## config.mk

```make
export PLATFORM = sky130hd
export DESIGN_NAME = rtcia_top
export DESIGN_NICKNAME = d
export VERILOG_FILES = /design/src/rtcia_pkg.sv /design/src/rtcia_cmp_if.sv /design/src/rtcia_field_cmp.sv /design/src/rtcia_top.sv
export VERILOG_INCLUDE_DIRS = /design/src
export SDC_FILE = /design/constraint.sdc
export NUM_CORES = 1
export LEC_CHECK = 0
export BUFFER_PORTS_ARGS = -buffer_cell sky130_fd_sc_hd__buf_2
export CAP_MARGIN = 10
export CELL_PAD_IN_SITES_DETAIL_PLACEMENT = 0
export CELL_PAD_IN_SITES_GLOBAL_PLACEMENT = 1
export CORE_UTILIZATION = 29
export DETAILED_ROUTE_END_ITERATION = 8
export GPL_TIMING_DRIVEN = 0
export PLACE_DENSITY_LB_ADDON = 0.1
export SLEW_MARGIN = 20
export SYNTH_ARGS = -nofsm -noshare
export SYNTH_HDL_FRONTEND = slang
export SYNTH_SLANG_ARGS = --single-unit
```

## constraint.sdc

```tcl
create_clock -name sys_clk -period 3.65 [get_ports sys_clk]
set_input_delay 0.1825 -clock sys_clk [delete_from_list [all_inputs] [get_ports sys_clk]]
set_output_delay 0.1825 -clock sys_clk [all_outputs]
set_load 0.02 [all_outputs]
```

## src/rtcia_cfg.svh

```systemverilog
// Functional notes
// - timer enabled: countdown end sets timer flag
// - timer flag holds until software writes zero
// - timer disabled: no flag, no interrupt
// - zero write to timer flag drops output
// - bits 7..5 of enable, flags read zero
// - alarm field msb enables its comparison
// - enabled fields compared against current time
// - alarm enabled: first full match sets flag
// - alarm flag holds until zero write
// - only a new match sets alarm again
// - alarm disabled: no flag, no interrupt
// - interrupt pin active low, open drain
// - output reflects enabled flag bits 0..4 at 02h
// - low volt one: clear flag and status
// - low volt two: clear flag and status
// - reset interrupt: clear flag and status
// - self recovery reset sets reset flag
// - countdown end means counter reached zero
`ifndef RTCIA_CFG_SVH
`define RTCIA_CFG_SVH
`define RTCIA_ADDR_IRQ_EN   8'h01
`define RTCIA_ADDR_IRQ_FLAG 8'h02
`define RTCIA_ADDR_STATUS   8'h03
`define RTCIA_BIT_ALARM     0
`define RTCIA_BIT_TIMER     1
`define RTCIA_BIT_VLOW1     2
`define RTCIA_BIT_VLOW2     3
`define RTCIA_BIT_RESET     4
`define RTCIA_NUM_SRC       5
`define RTCIA_NUM_FIELDS    7
`define RTCIA_FIELD_EN_BIT  7
`define RTCIA_IRQ_EN_RST    5'h00
`define RTCIA_IRQ_FLAG_RST  5'h00
`define RTCIA_STATUS_RST    3'h0
`endif

```

## src/rtcia_pkg.sv

```systemverilog
package rtcia_pkg;
  typedef struct packed {
    logic [4:0] irq_en;
    logic [4:0] irq_flag;
    logic [2:0] status;
    logic       match_prev;
    logic       vlow1_prev;
    logic       vlow2_prev;
    logic [7:0] rdata;
  } rtcia_state_t;
  typedef struct packed {
    logic match;
  } rtcia_cmp_state_t;
endpackage

```

## src/rtcia_cmp_if.sv

```systemverilog
`timescale 1ns/10ps
interface rtcia_cmp_if;
  logic [7:0] alarm_field;
  logic [7:0] time_field;
  logic       field_enabled;
  logic       match;
  modport cmp (input alarm_field, input time_field, output field_enabled, output match);
  modport ctl (output alarm_field, output time_field, input field_enabled, input match);
endinterface

```

## src/rtcia_field_cmp.sv

```systemverilog
`timescale 1ns/10ps
`include "rtcia_cfg.svh"
module rtcia_field_cmp (
  // clock and reset
  input wire logic   sys_clk,
  input wire logic   srst,
  // field pair
  rtcia_cmp_if.cmp   cmp_if
);
  rtcia_pkg::rtcia_cmp_state_t st_q;
  rtcia_pkg::rtcia_cmp_state_t st_d;

  assign cmp_if.field_enabled = cmp_if.alarm_field[`RTCIA_FIELD_EN_BIT];
  assign cmp_if.match         = st_q.match;

  always_comb begin
    st_d = st_q;
    // a disabled field does not block the wired-and of the others
    if (cmp_if.alarm_field[`RTCIA_FIELD_EN_BIT]) begin
      st_d.match = (cmp_if.alarm_field[6:0] == cmp_if.time_field[6:0]);
    end else begin
      st_d.match = 1'b1;
    end
  end

  always_ff @(posedge sys_clk) begin
    if (srst) begin
      st_q <= '0;
    end else begin
      st_q <= st_d;
    end
  end
endmodule

```

## src/rtcia_top.sv

```systemverilog
`timescale 1ns/10ps
`include "rtcia_cfg.svh"
module rtcia_top (
  // clock and reset
  input  wire logic                  sys_clk,
  input  wire logic                  srst,
  // register port
  input  wire logic [7:0]            reg_addr,
  input  wire logic [7:0]            reg_wdata,
  input  wire logic                  reg_wr,
  input  wire logic                  reg_rd,
  output logic      [7:0]            reg_rdata,
  // event sources
  input  wire logic                  countdown_zero,
  input  wire logic                  low_volt_one_det,
  input  wire logic                  low_volt_two_det,
  input  wire logic                  self_recovery_rst,
  // alarm and watch fields
  input  wire logic [6:0][7:0]       alarm_regs,
  input  wire logic [6:0][7:0]       time_regs,
  // interrupt pin
  output logic                       irq_n_out,
  output logic                       irq_n_oe
);
  rtcia_pkg::rtcia_state_t st_q;
  rtcia_pkg::rtcia_state_t st_d;

  logic [`RTCIA_NUM_FIELDS-1:0] field_match;
  logic [`RTCIA_NUM_FIELDS-1:0] field_en;
  logic                         alarm_match;
  logic                         alarm_event;
  logic                         vlow1_event;
  logic                         vlow2_event;
  logic [4:0]                   src_event;
  logic                         wr_en;
  logic                         wr_flag;
  logic                         wr_status;
  logic [4:0]                   flag_clr;
  logic [2:0]                   status_clr;
  logic [2:0]                   status_set;
  logic [2:0]                   status_hold;
  logic [4:0]                   flag_set;

  genvar gi;
  generate
    for (gi = 0; gi < `RTCIA_NUM_FIELDS; gi++) begin : g_field
      rtcia_cmp_if cmp_bus ();
      assign cmp_bus.alarm_field = alarm_regs[gi];
      assign cmp_bus.time_field  = time_regs[gi];
      assign field_match[gi]     = cmp_bus.match;
      assign field_en[gi]        = cmp_bus.field_enabled;
      rtcia_field_cmp u_cmp (
        .sys_clk (sys_clk),
        .srst    (srst),
        .cmp_if  (cmp_bus.cmp)
      );
    end
  endgenerate

  // with no field enabled the alarm can never fire
  assign alarm_match = (&field_match) & (|field_en);
  // edge only: a match that persists after a clear cannot re-fire
  assign alarm_event = alarm_match & ~st_q.match_prev;
  assign vlow1_event = low_volt_one_det & ~st_q.vlow1_prev;
  assign vlow2_event = low_volt_two_det & ~st_q.vlow2_prev;

  always_comb begin
    src_event                     = '0;
    src_event[`RTCIA_BIT_ALARM]   = alarm_event;
    src_event[`RTCIA_BIT_TIMER]   = countdown_zero;
    src_event[`RTCIA_BIT_VLOW1]   = vlow1_event;
    src_event[`RTCIA_BIT_VLOW2]   = vlow2_event;
    src_event[`RTCIA_BIT_RESET]   = self_recovery_rst;
  end

  // a recovery is recorded even while its interrupt is masked, so software can still see it
  always_comb begin
    flag_set                   = src_event & st_q.irq_en;
    flag_set[`RTCIA_BIT_RESET] = self_recovery_rst;
  end

  assign wr_en     = reg_wr & (reg_addr == `RTCIA_ADDR_IRQ_EN);
  assign wr_flag   = reg_wr & (reg_addr == `RTCIA_ADDR_IRQ_FLAG);
  assign wr_status = reg_wr & (reg_addr == `RTCIA_ADDR_STATUS);
  // zero clears, one keeps
  assign flag_clr   = wr_flag ? ~reg_wdata[4:0] : 5'h00;
  assign status_clr = wr_status ? ~reg_wdata[4:2] : 3'h0;
  assign status_set = {self_recovery_rst, vlow2_event, vlow1_event};
  assign status_hold = st_q.status | status_set;

  always_comb begin
    st_d            = st_q;
    st_d.match_prev = alarm_match;
    st_d.vlow1_prev = low_volt_one_det;
    st_d.vlow2_prev = low_volt_two_det;
    if (wr_en) begin
      st_d.irq_en = reg_wdata[4:0];
    end
    // status bits: set wins over a clear in the same cycle
    st_d.status = (st_q.status & ~status_clr) | status_set;
    // flags set only while enabled, the reset flag always; set wins over clear
    st_d.irq_flag = (st_q.irq_flag & ~flag_clr) | flag_set;
    // a low-voltage or reset flag cannot be released while its status bit stays set
    if (st_q.irq_flag[`RTCIA_BIT_VLOW1] & status_hold[0]) begin
      st_d.irq_flag[`RTCIA_BIT_VLOW1] = 1'b1;
    end
    if (st_q.irq_flag[`RTCIA_BIT_VLOW2] & status_hold[1]) begin
      st_d.irq_flag[`RTCIA_BIT_VLOW2] = 1'b1;
    end
    if (st_q.irq_flag[`RTCIA_BIT_RESET] & status_hold[2]) begin
      st_d.irq_flag[`RTCIA_BIT_RESET] = 1'b1;
    end
    if (reg_rd) begin
      case (reg_addr)
        `RTCIA_ADDR_IRQ_EN: begin
          st_d.rdata = {3'h0, st_q.irq_en};
        end
        `RTCIA_ADDR_IRQ_FLAG: begin
          st_d.rdata = {3'h0, st_q.irq_flag};
        end
        `RTCIA_ADDR_STATUS: begin
          st_d.rdata = {3'h0, st_q.status, 2'h0};
        end
        default: begin
          st_d.rdata = 8'h00;
        end
      endcase
    end
  end

  always_ff @(posedge sys_clk) begin
    if (srst) begin
      st_q            <= '0;
      st_q.irq_en     <= `RTCIA_IRQ_EN_RST;
      st_q.irq_flag   <= `RTCIA_IRQ_FLAG_RST;
      st_q.status     <= `RTCIA_STATUS_RST;
    end else begin
      st_q <= st_d;
    end
  end

  assign reg_rdata = st_q.rdata;
  // pin is only ever pulled low; the pull-up makes the high level
  assign irq_n_out = 1'b0;
  // combinational from the flag flops, so a zero write releases the pin at once
  assign irq_n_oe  = |(st_q.irq_en & st_q.irq_flag);
endmodule

```

==> results of run 1 <==
==> metrics by stage <==
step                std cells  power, mW  utilization [%]
finish                    414      0.733             44.3
global route              414      0.776             44.3
CTS                       414      0.746             44.3
detailed placement        410      0.499             43.1
global placement          410      0.497             43.1
floorplan                 204      0.406                -
==> layout by cell type (no fill, tap or decap) <==
cell       instances
or3b_1             1
nor3_1             8
dfxtp_1           28
buf_2            132
nand2_1            8
and3b_1            4
a32o_1             1
o22ai_1            7
a22oi_1            1
conb_1             4
o2111ai_1          3
mux2i_1            5
clkbuf_1           6
a222oi_1           4
a211oi_1          10
xnor2_1           28
nor2b_1            6
nor4b_4            1
nor2_1             6
clkbuf_8           3
xor2_1            21
nor4_1             2
mux2_2             3
o41ai_1            1
inv_1              2
bufinv_16          1
nand2b_1          11
nand4_1            8
or4_1              9
buf_4              9
a21oi_1            5
nand4b_1           1
==> worst max-delay path: cells and delay by family <==
family / cells / cell delay (ns)
AND/OR/NAND/NOR: 2 / 1.00
AO/OA/AOI/OAI: 1 / 0.21
buffers and inverters: 2 / 0.28
==> metal layers <==
layer,up-vias,share of wire (%),wire length (µm),global-route usage [%]
met3,4,6.8,341,3.60
met1,797,40,2020,16.7
met5,-,0,0,0
met2,78,52,2590,29.1
li1,999,-,-,-
met4,0,1.1,53,3.75
==> flip-flops by register name, indices dropped and copies added (netlist names) <==
register	cells
g_field.u_cmp.cmp_if.match	7
reg_rdata	5
st_q	16
==> kinds of logic (layout without fill, tap and decap cells) <==
| kind of cell | Yosys count | after routing | synth area share (%) |
|---|---|---|---|
| mux | 8 | 8 | 4.60 |
| xor+xnor | 49 | 49 | 23.6 |
| simple gates | 65 | 65 | 22.3 |
| compound gates | 32 | 32 | 13.0 |
| buf+inv | 18 | 153 | 5.63 |
| flops | 28 | 28 | 30.8 |
| other cells | 1 | 4 | 0.206 |
==> cell type report <==
class / instances / share of cell area (%)
buffer: 16 / 3.58
inverter: 2 / 0.283
timing repair buffer: 131 / 24.7
sequential: 28 / 21.1
clock inverter: 1 / 1.13
tap: 75 / 3.54
clock buffer: 3 / 1.56
multi-input combinational: 158 / 44.1
==> final timing paths <==
kind,endpoint,from,slack (ns)
setup / recovery,st_q[14],reg_addr[3],2.16
hold / removal,g_field[3].u_cmp.cmp_if.match,alarm_regs[31],0.11
setup reg to reg,reg_rdata[4],st_q[23],2.52
hold reg to reg,st_q[10],g_field[0].u_cmp.cmp_if.match,0.46
==> power by group <==
group | internal [mW] | leakage [nW] | switching, mW
logic | 0.0984 | 0.921 | 0.0720
registers | 0.314 | 0.229 | 0.00475
clock network | 0.147 | 0.0357 | 0.0970
==> flow_metrics.py, run 1 <==
metrics = {
    "worst_hold_path": {
        "whs_path_depth": 2,
        "hold_path_class": "in -> reg",
    },
    "finish": {
        "fin_nets": 476,
        "fillers": 631,
        "regArea_um2": 561,
        "final_area_mm2": 0.00265,
        "drive_gt1_share_pct": 44.0,
        "multi_input_area_mm2": 0.00117,
        "syn_to_final_growth_pct": 45.7,
        "diodes": 0,
    },
    "placed_design": {
        "pre_cts_ws_ns": 1.84,
        "dpl.hpwl_mm": 4.44,
        "port_buffers": 131,
        "dpl-instance-area_mm2": 0.00258,
        "routabilityCongestion": 0.728,
    },
    "route": {
        "drc": 0,
        "vias_per_cell": 4.54,
        "wl_mm": 5.01,
        "avgRoutedWirePerCell_um": 12.1,
        "ant_nets": 0,
        "dr.first_iter.drc_count": 62,
        "num_vias": 1878,
        "firstDrtPassIters": 4,
    },
    "logic_synthesis": {
        "synthArstFlopShare_pct": 0,
        "ys_types": 30,
        "post_synth.cell_area_avg_um2": 9.06,
        "netlist_instances": 201,
        "synthTopCellsByArea": "dfxtp_1, xnor2_1, xor2_1",
        "ys_top_cells_by_count": "dfxtp_1, xnor2_1, xor2_1",
        "yosysSeqAreaShare_pct": 30.8,
        "syn_area_mm2": 0.00182,
        "netlist.area_leader.share_pct": 30.8,
        "synth-seq-cells": 28,
        "synth_edf_count": 0,
        "synth_area_leader_cell": "dfxtp_1",
        "synth_ff_type": "dfxtp_1",
        "yosysWarnings": 0,
    },
    "global_route": {
        "grt_max_degree": 17,
        "grt_pass1_vias": 1786,
        "grt_first_pass_wirelength_mm": 7.80,
        "overflow": 0,
        "antenna_found_initial": 0,
        "gr-usage-all-layers_pct": 15.3,
    },
    "clock_network": {
        "clockRootBuffer": "clkbuf_8",
        "cts_buffers": 3,
        "cts_resized": 0,
        "clock_sinks": 28,
        "cts_tree": "yes",
        "htree_num_levels": 1,
        "clock_latency_ns": 0.27,
        "post_cts_buffers": 0,
        "holdBufCountCts": 0,
        "clk_pin_slew_ns": 0.10,
        "clock_path_buffers": 2,
    },
    "critical_path": {
        "cp_slowest_cell": "or4_1",
        "r2r.worst_path.cells": 3,
        "worstSetupEndpointType": "flip-flop",
        "cp.arrival_ns": 1.67,
        "cp_slowest_stage_delay_ns": 0.50,
        "criticalPathCategory": "in -> reg",
        "path_cells": "buf_2, or4_1, buf_2, or4_1, a32o_1",
        "crit_required_ns": 3.83,
        "crit_fanout": 5,
        "critPathLaunchType": "input pin",
    },
    "floorplanning": {
        "chipHeight_um": 81.3,
        "die_w_um": 81.3,
        "ios": 146,
        "core_mm2": 0.00599,
        "die-area_mm2": 0.00660,
        "start_util_pct": 30.4,
        "fp-row-count": 28,
    },
    "timing": {
        "period_share_pct": 40.9,
        "hold_slack_ns": 0.109,
        "finalHoldViolations": 0,
        "setup_slack_ns": 2.16,
        "period_minus_slack_ns": 1.49,
        "fmax_mhz": 669,
        "setup_violations": 0,
        "rsz0062_at_grt": "no",
        "fin_tns_setup_ns": 0,
        "finalMaxSlewViolations": 0,
        "finClkSkew_ns": 0.00674,
    },
    "pwr": {
        "leakage_nw": 1.19,
        "ir_drop_v": 0.000152,
        "power_density_mw_per_mm2": 276,
    },
    "run_status": {
        "status": "finished clean",
    },
    "job": {
        "drv_cap": 0,
    },
}
No activity file was read; power rests on OpenSTA's default activity.
==> inputs of run 2 (changes only) <==
- CORE_UTILIZATION: 29 -> 27
- clock period: 3.65 -> 1.5 ns (I/O delays scaled with it)
==> flow_metrics.py, run 2 (same netlist as run 1, synthesis figures left out) <==
metrics = {
    "worst_hold_path": {
        "whs_path_depth": 2,
        "min_from": "alarm_regs[7]",
        "hold_path_class": "in -> reg",
        "hold_end": "g_field[0].u_cmp.cmp_if.match",
    },
    "finish": {
        "drive_gt1_share_pct": 44.1,
        "largest_register_ffs": 16,
        "diodes": 0,
        "final_util_pct": 41.7,
        "fin_cells": 417,
        "fin_nets": 477,
        "fillers": 665,
        "syn_to_final_growth_pct": 46.9,
        "final_common_cell": "buf_2",
        "final_cell_mix": "buf_2, xnor2_1, dfxtp_1",
        "top_register": "st_q",
    },
    "clock_network": {
        "clock_path_buffers": 2,
        "clk_pin_slew_ns": 0.10,
        "clock_sinks": 28,
        "clock_latency_ns": 0.27,
        "htree_num_levels": 1,
        "cts_resized": 0,
        "holdBufCountCts": 0,
        "cts_buffers": 3,
        "cts_tree": "yes",
        "post_cts_buffers": 0,
        "clockRootBuffer": "clkbuf_8",
    },
    "pwr": {
        "ir_drop_v": 0.000292,
        "finalPower_mw": 1.79,
        "leakage_nw": 1.20,
        "power_density_mw_per_mm2": 670,
    },
    "floorplanning": {
        "die_w_um": 84.1,
        "start_util_pct": 28.4,
        "chipHeight_um": 84.1,
        "die-area_mm2": 0.00708,
        "ios": 146,
        "fp-row-count": 29,
        "core_mm2": 0.00642,
    },
    "global_route": {
        "grt_first_pass_wirelength_mm": 8.09,
        "grt_pass1_vias": 1794,
        "overflow": 0,
        "antenna_found_initial": 0,
        "gr-usage-all-layers_pct": 14.1,
        "grt_max_degree": 17,
    },
    "critical_path": {
        "cp.arrival_ns": 1.60,
        "crit_fanout": 5,
        "cp_slowest_cell": "or4_4",
        "r2r_slack_ns": 0.35,
        "cp_slowest_stage_delay_ns": 0.53,
        "rr_endpoint": "reg_rdata[4]",
        "path_cells": "buf_2, or4_4, buf_6, or4_1, a32o_1",
        "worstSetupEndpointType": "flip-flop",
        "critPathLaunchType": "input pin",
        "crit_required_ns": 1.67,
        "r2r.worst_path.cells": 3,
        "criticalPathCategory": "in -> reg",
        "r2r_start": "st_q[13]",
    },
    "placed_design": {
        "port_buffers": 131,
        "routabilityCongestion": 0.715,
        "place_inst": 412,
        "dpl.hpwl_mm": 4.31,
    },
    "timing": {
        "rsz0062_at_grt": "no",
        "slew-limit-headroom_pct": 64.3,
        "finalMaxSlewViolations": 0,
        "finClkSkew_ns": 0.00249,
        "setup_violations": 0,
        "fmax_mhz": 700,
        "finalHoldViolations": 0,
        "period_minus_slack_ns": 1.43,
        "period_share_pct": 95.3,
        "worst_pin_slew_ns": 0.533,
    },
    "route": {
        "dr.first_iter.drc_count": 64,
        "wl_mm": 5.07,
        "drc": 12,
        "vias_per_cell": 4.54,
        "ant_nets": 0,
        "num_vias": 1892,
        "firstDrtPassIters": 6,
        "avgRoutedWirePerCell_um": 12.2,
    },
    "run_status": {
        "status": "finished with violations",
        "failed_checks": "DRC",
    },
    "job": {
        "drv_cap": 0,
    },
}
## run 2: area by class of cell
cell class	instances	area [µm²]	share of cell area, %
inverters	2	7.51	0.281
clock inverters	1	30.0	1.12
flip-flops and latches	28	561	20.9
plain buffers	16	101	3.79
multi-input cells	158	1170	43.9
well taps	77	96.3	3.60
clock buffers	3	41.3	1.54
repair buffers	132	666	24.9
## run 2: worst max-delay path, delay by kind of cell
family	cells	cell delay [ns]
AND/OR/NAND/NOR	2	1.06
AO/OA/AOI/OAI	1	0.22
buffers and inverters	2	0.24
## run 2: where the power goes
group / switching (mW) / internal (mW)
Clock: 0.237 / 0.357
Combinational: 0.180 / 0.243
Sequential: 0.0111 / 0.765
## run 2: how the worst max path moves through the flow
stage / start / end / slack [ns] / depth (start not counted)
2_1_floorplan: reg_addr[3] / st_q[14] / -0.03 / 4
3_3_place_gp: reg_addr[3] / st_q[14] / -0.21 / 5
3_5_place_dp: reg_addr[3] / st_q[14] / -0.22 / 5
4_1_cts: reg_addr[3] / st_q[14] / 0.08 / 5
5_1_grt: reg_addr[3] / st_q[19] / 0.01 / 5
6_report: reg_addr[3] / st_q[14] / 0.07 / 5
## run 2: stage by stage
stage	hold slack, ns	TNS, ns	area [µm²]	setup WS, ns
2_1_floorplan	0.189	-0.0270	1840	-0.0270
3_3_place_gp	0.292	-1.42	2590	-0.206
3_5_place_dp	0.294	-1.56	2590	-0.216
4_1_cts	0.000461	0	2670	0.0780
5_1_grt	0.00142	0	2680	0.0149
6_report	0.00937	0	2680	0.0707
## run 2: layer usage
layer,global-route usage [%],vias to the layer above,wire length (µm)
met4,2.82,0,17
met2,26.2,83,2530
met3,1.87,2,321
met5,0,-,0
met1,17.4,808,2200
li1,-,999,-
==> inputs of run 3 (changes only) <==
- RECOVER_POWER: default -> 50
==> flow_metrics.py, run 3 (same netlist as run 1, synthesis figures left out) <==
metrics = {
    "run_status": {
        "status": "finished with violations",
        "failed_checks": "DRC",
    },
    "route": {
        "wl_mm": 5.08,
        "firstDrtPassIters": 6,
        "vias_per_cell": 4.53,
        "num_vias": 1888,
        "drc": 13,
        "avgRoutedWirePerCell_um": 12.2,
        "dr.first_iter.drc_count": 65,
        "ant_nets": 0,
    },
    "clock_network": {
        "cts_buffers": 3,
        "post_cts_buffers": 0,
        "holdBufCountCts": 0,
        "cts_tree": "yes",
        "clk_pin_slew_ns": 0.10,
        "clock_latency_ns": 0.27,
        "clock_sinks": 28,
        "htree_num_levels": 1,
        "clock_path_buffers": 2,
        "cts_resized": 0,
        "clockRootBuffer": "clkbuf_8",
    },
    "finish": {
        "final_area_mm2": 0.00267,
        "final_cell_mix": "buf_2, xnor2_1, dfxtp_1",
        "fin_nets": 477,
        "final_common_cell": "buf_2",
        "syn_to_final_growth_pct": 46.5,
        "top_register": "st_q",
        "largest_register_ffs": 16,
        "diodes": 0,
        "drive_gt1_share_pct": 42.4,
        "fin_cells": 417,
        "fillers": 668,
        "final_util_pct": 41.6,
    },
    "timing": {
        "period_minus_slack_ns": 1.43,
        "fmax_mhz": 700,
        "finalMaxSlewViolations": 0,
        "finalHoldViolations": 0,
        "setup_violations": 0,
        "fin_tns_setup_ns": 0,
        "worst_pin_slew_ns": 0.532,
        "setup_slack_ns": 0.0709,
        "hold_slack_ns": 0.00916,
        "finClkSkew_ns": 0.00275,
        "period_share_pct": 95.3,
        "slew-limit-headroom_pct": 64.4,
        "rsz0062_at_grt": "no",
    },
    "critical_path": {
        "crit_fanout": 5,
        "critPathLaunchType": "input pin",
        "cp.arrival_ns": 1.60,
        "path_cells": "buf_2, or4_4, buf_6, or4_1, a32o_1",
        "crit_required_ns": 1.67,
        "cp_top_family": "simple AND/OR/NAND/NOR gates",
        "crit_buf_inv": 2,
        "worstSetupEndpointType": "flip-flop",
        "cp_slowest_cell": "or4_4",
        "cp_slowest_stage_delay_ns": 0.53,
        "criticalPathCategory": "in -> reg",
    },
    "floorplanning": {
        "start_util_pct": 28.4,
        "chipHeight_um": 84.1,
        "fp-row-count": 29,
        "die_w_um": 84.1,
        "die-area_mm2": 0.00708,
        "ios": 146,
        "core_mm2": 0.00642,
    },
    "global_route": {
        "grt_first_pass_wirelength_mm": 8.09,
        "overflow": 0,
        "gr-usage-all-layers_pct": 14.1,
        "grt_pass1_vias": 1794,
        "antenna_found_initial": 0,
        "grt_max_degree": 17,
    },
    "pwr": {
        "power_density_mw_per_mm2": 672,
        "leakage_nw": 1.17,
        "finalPower_mw": 1.79,
        "ir_drop_v": 0.000292,
    },
    "placed_design": {
        "dpl-instance-area_mm2": 0.00259,
        "port_buffers": 131,
        "place_inst": 412,
        "routabilityCongestion": 0.715,
        "pre_cts_ws_ns": -0.216,
        "dpl.hpwl_mm": 4.31,
    },
    "worst_hold_path": {
        "hold_path_class": "in -> reg",
    },
    "job": {
        "drv_cap": 0,
    },
}
run 3: changes by cell type in the layout (fill, tap and decap cells not counted), sizes merged:
cell,before,now
buf,141,135
clkbuf,9,15
run 3: metal layers:
metal / share of wire [%] / wire, µm / vias to the layer above / global-route usage [%]
li1: - / - / 999 / -
met1: 43 / 2210 / 804 / 17.4
met2: 50 / 2530 / 83 / 26.2
met3: 6.4 / 324 / 2 / 1.87
met4: 0.33 / 17 / 0 / 2.82
met5: 0 / 0 / - / 0
run 3: worst register-to-register path, stage by stage, from the launching register on:
cell and delay (ns):
dfxtp_1 0.34, mux2_2 0.28, a222oi_1 0.32, a211oi_1 0.08
run 3: cell type report:
| class | instances | area (µm²) | area share, % |
|---|---|---|---|
| Buffer | 16 | 101 | 3.80 |
| Sequential cell | 28 | 561 | 21.0 |
| Timing Repair Buffer | 132 | 658 | 24.7 |
| Clock inverter | 1 | 30.0 | 1.13 |
| Multi-Input combinational cell | 158 | 1170 | 44.0 |
| Tap cell | 77 | 96.3 | 3.61 |
| Clock buffer | 3 | 41.3 | 1.55 |
| Inverter | 2 | 7.51 | 0.281 |
run 3: worst paths after layout:
kind | start | slack, ns | to | cells after the start
max | reg_addr[3] | 0.07 | st_q[14] | 5
min | alarm_regs[7] | 0.009 | g_field[0].u_cmp.cmp_if.match | 2
max reg2reg | st_q[13] | 0.35 | reg_rdata[4] | 3
min reg2reg | g_field[0].u_cmp.cmp_if.match | 0.47 | st_q[10] | 2
run 3: where the power goes:
group / leakage [nW] / total [mW] / switching, mW / internal (mW)
registers: 0.229 / 0.776 / 0.0112 / 0.765
clock network: 0.0357 / 0.594 / 0.237 / 0.357
logic: 0.905 / 0.422 / 0.180 / 0.242
total: 1.17 / 1.79 / 0.428 / 1.36
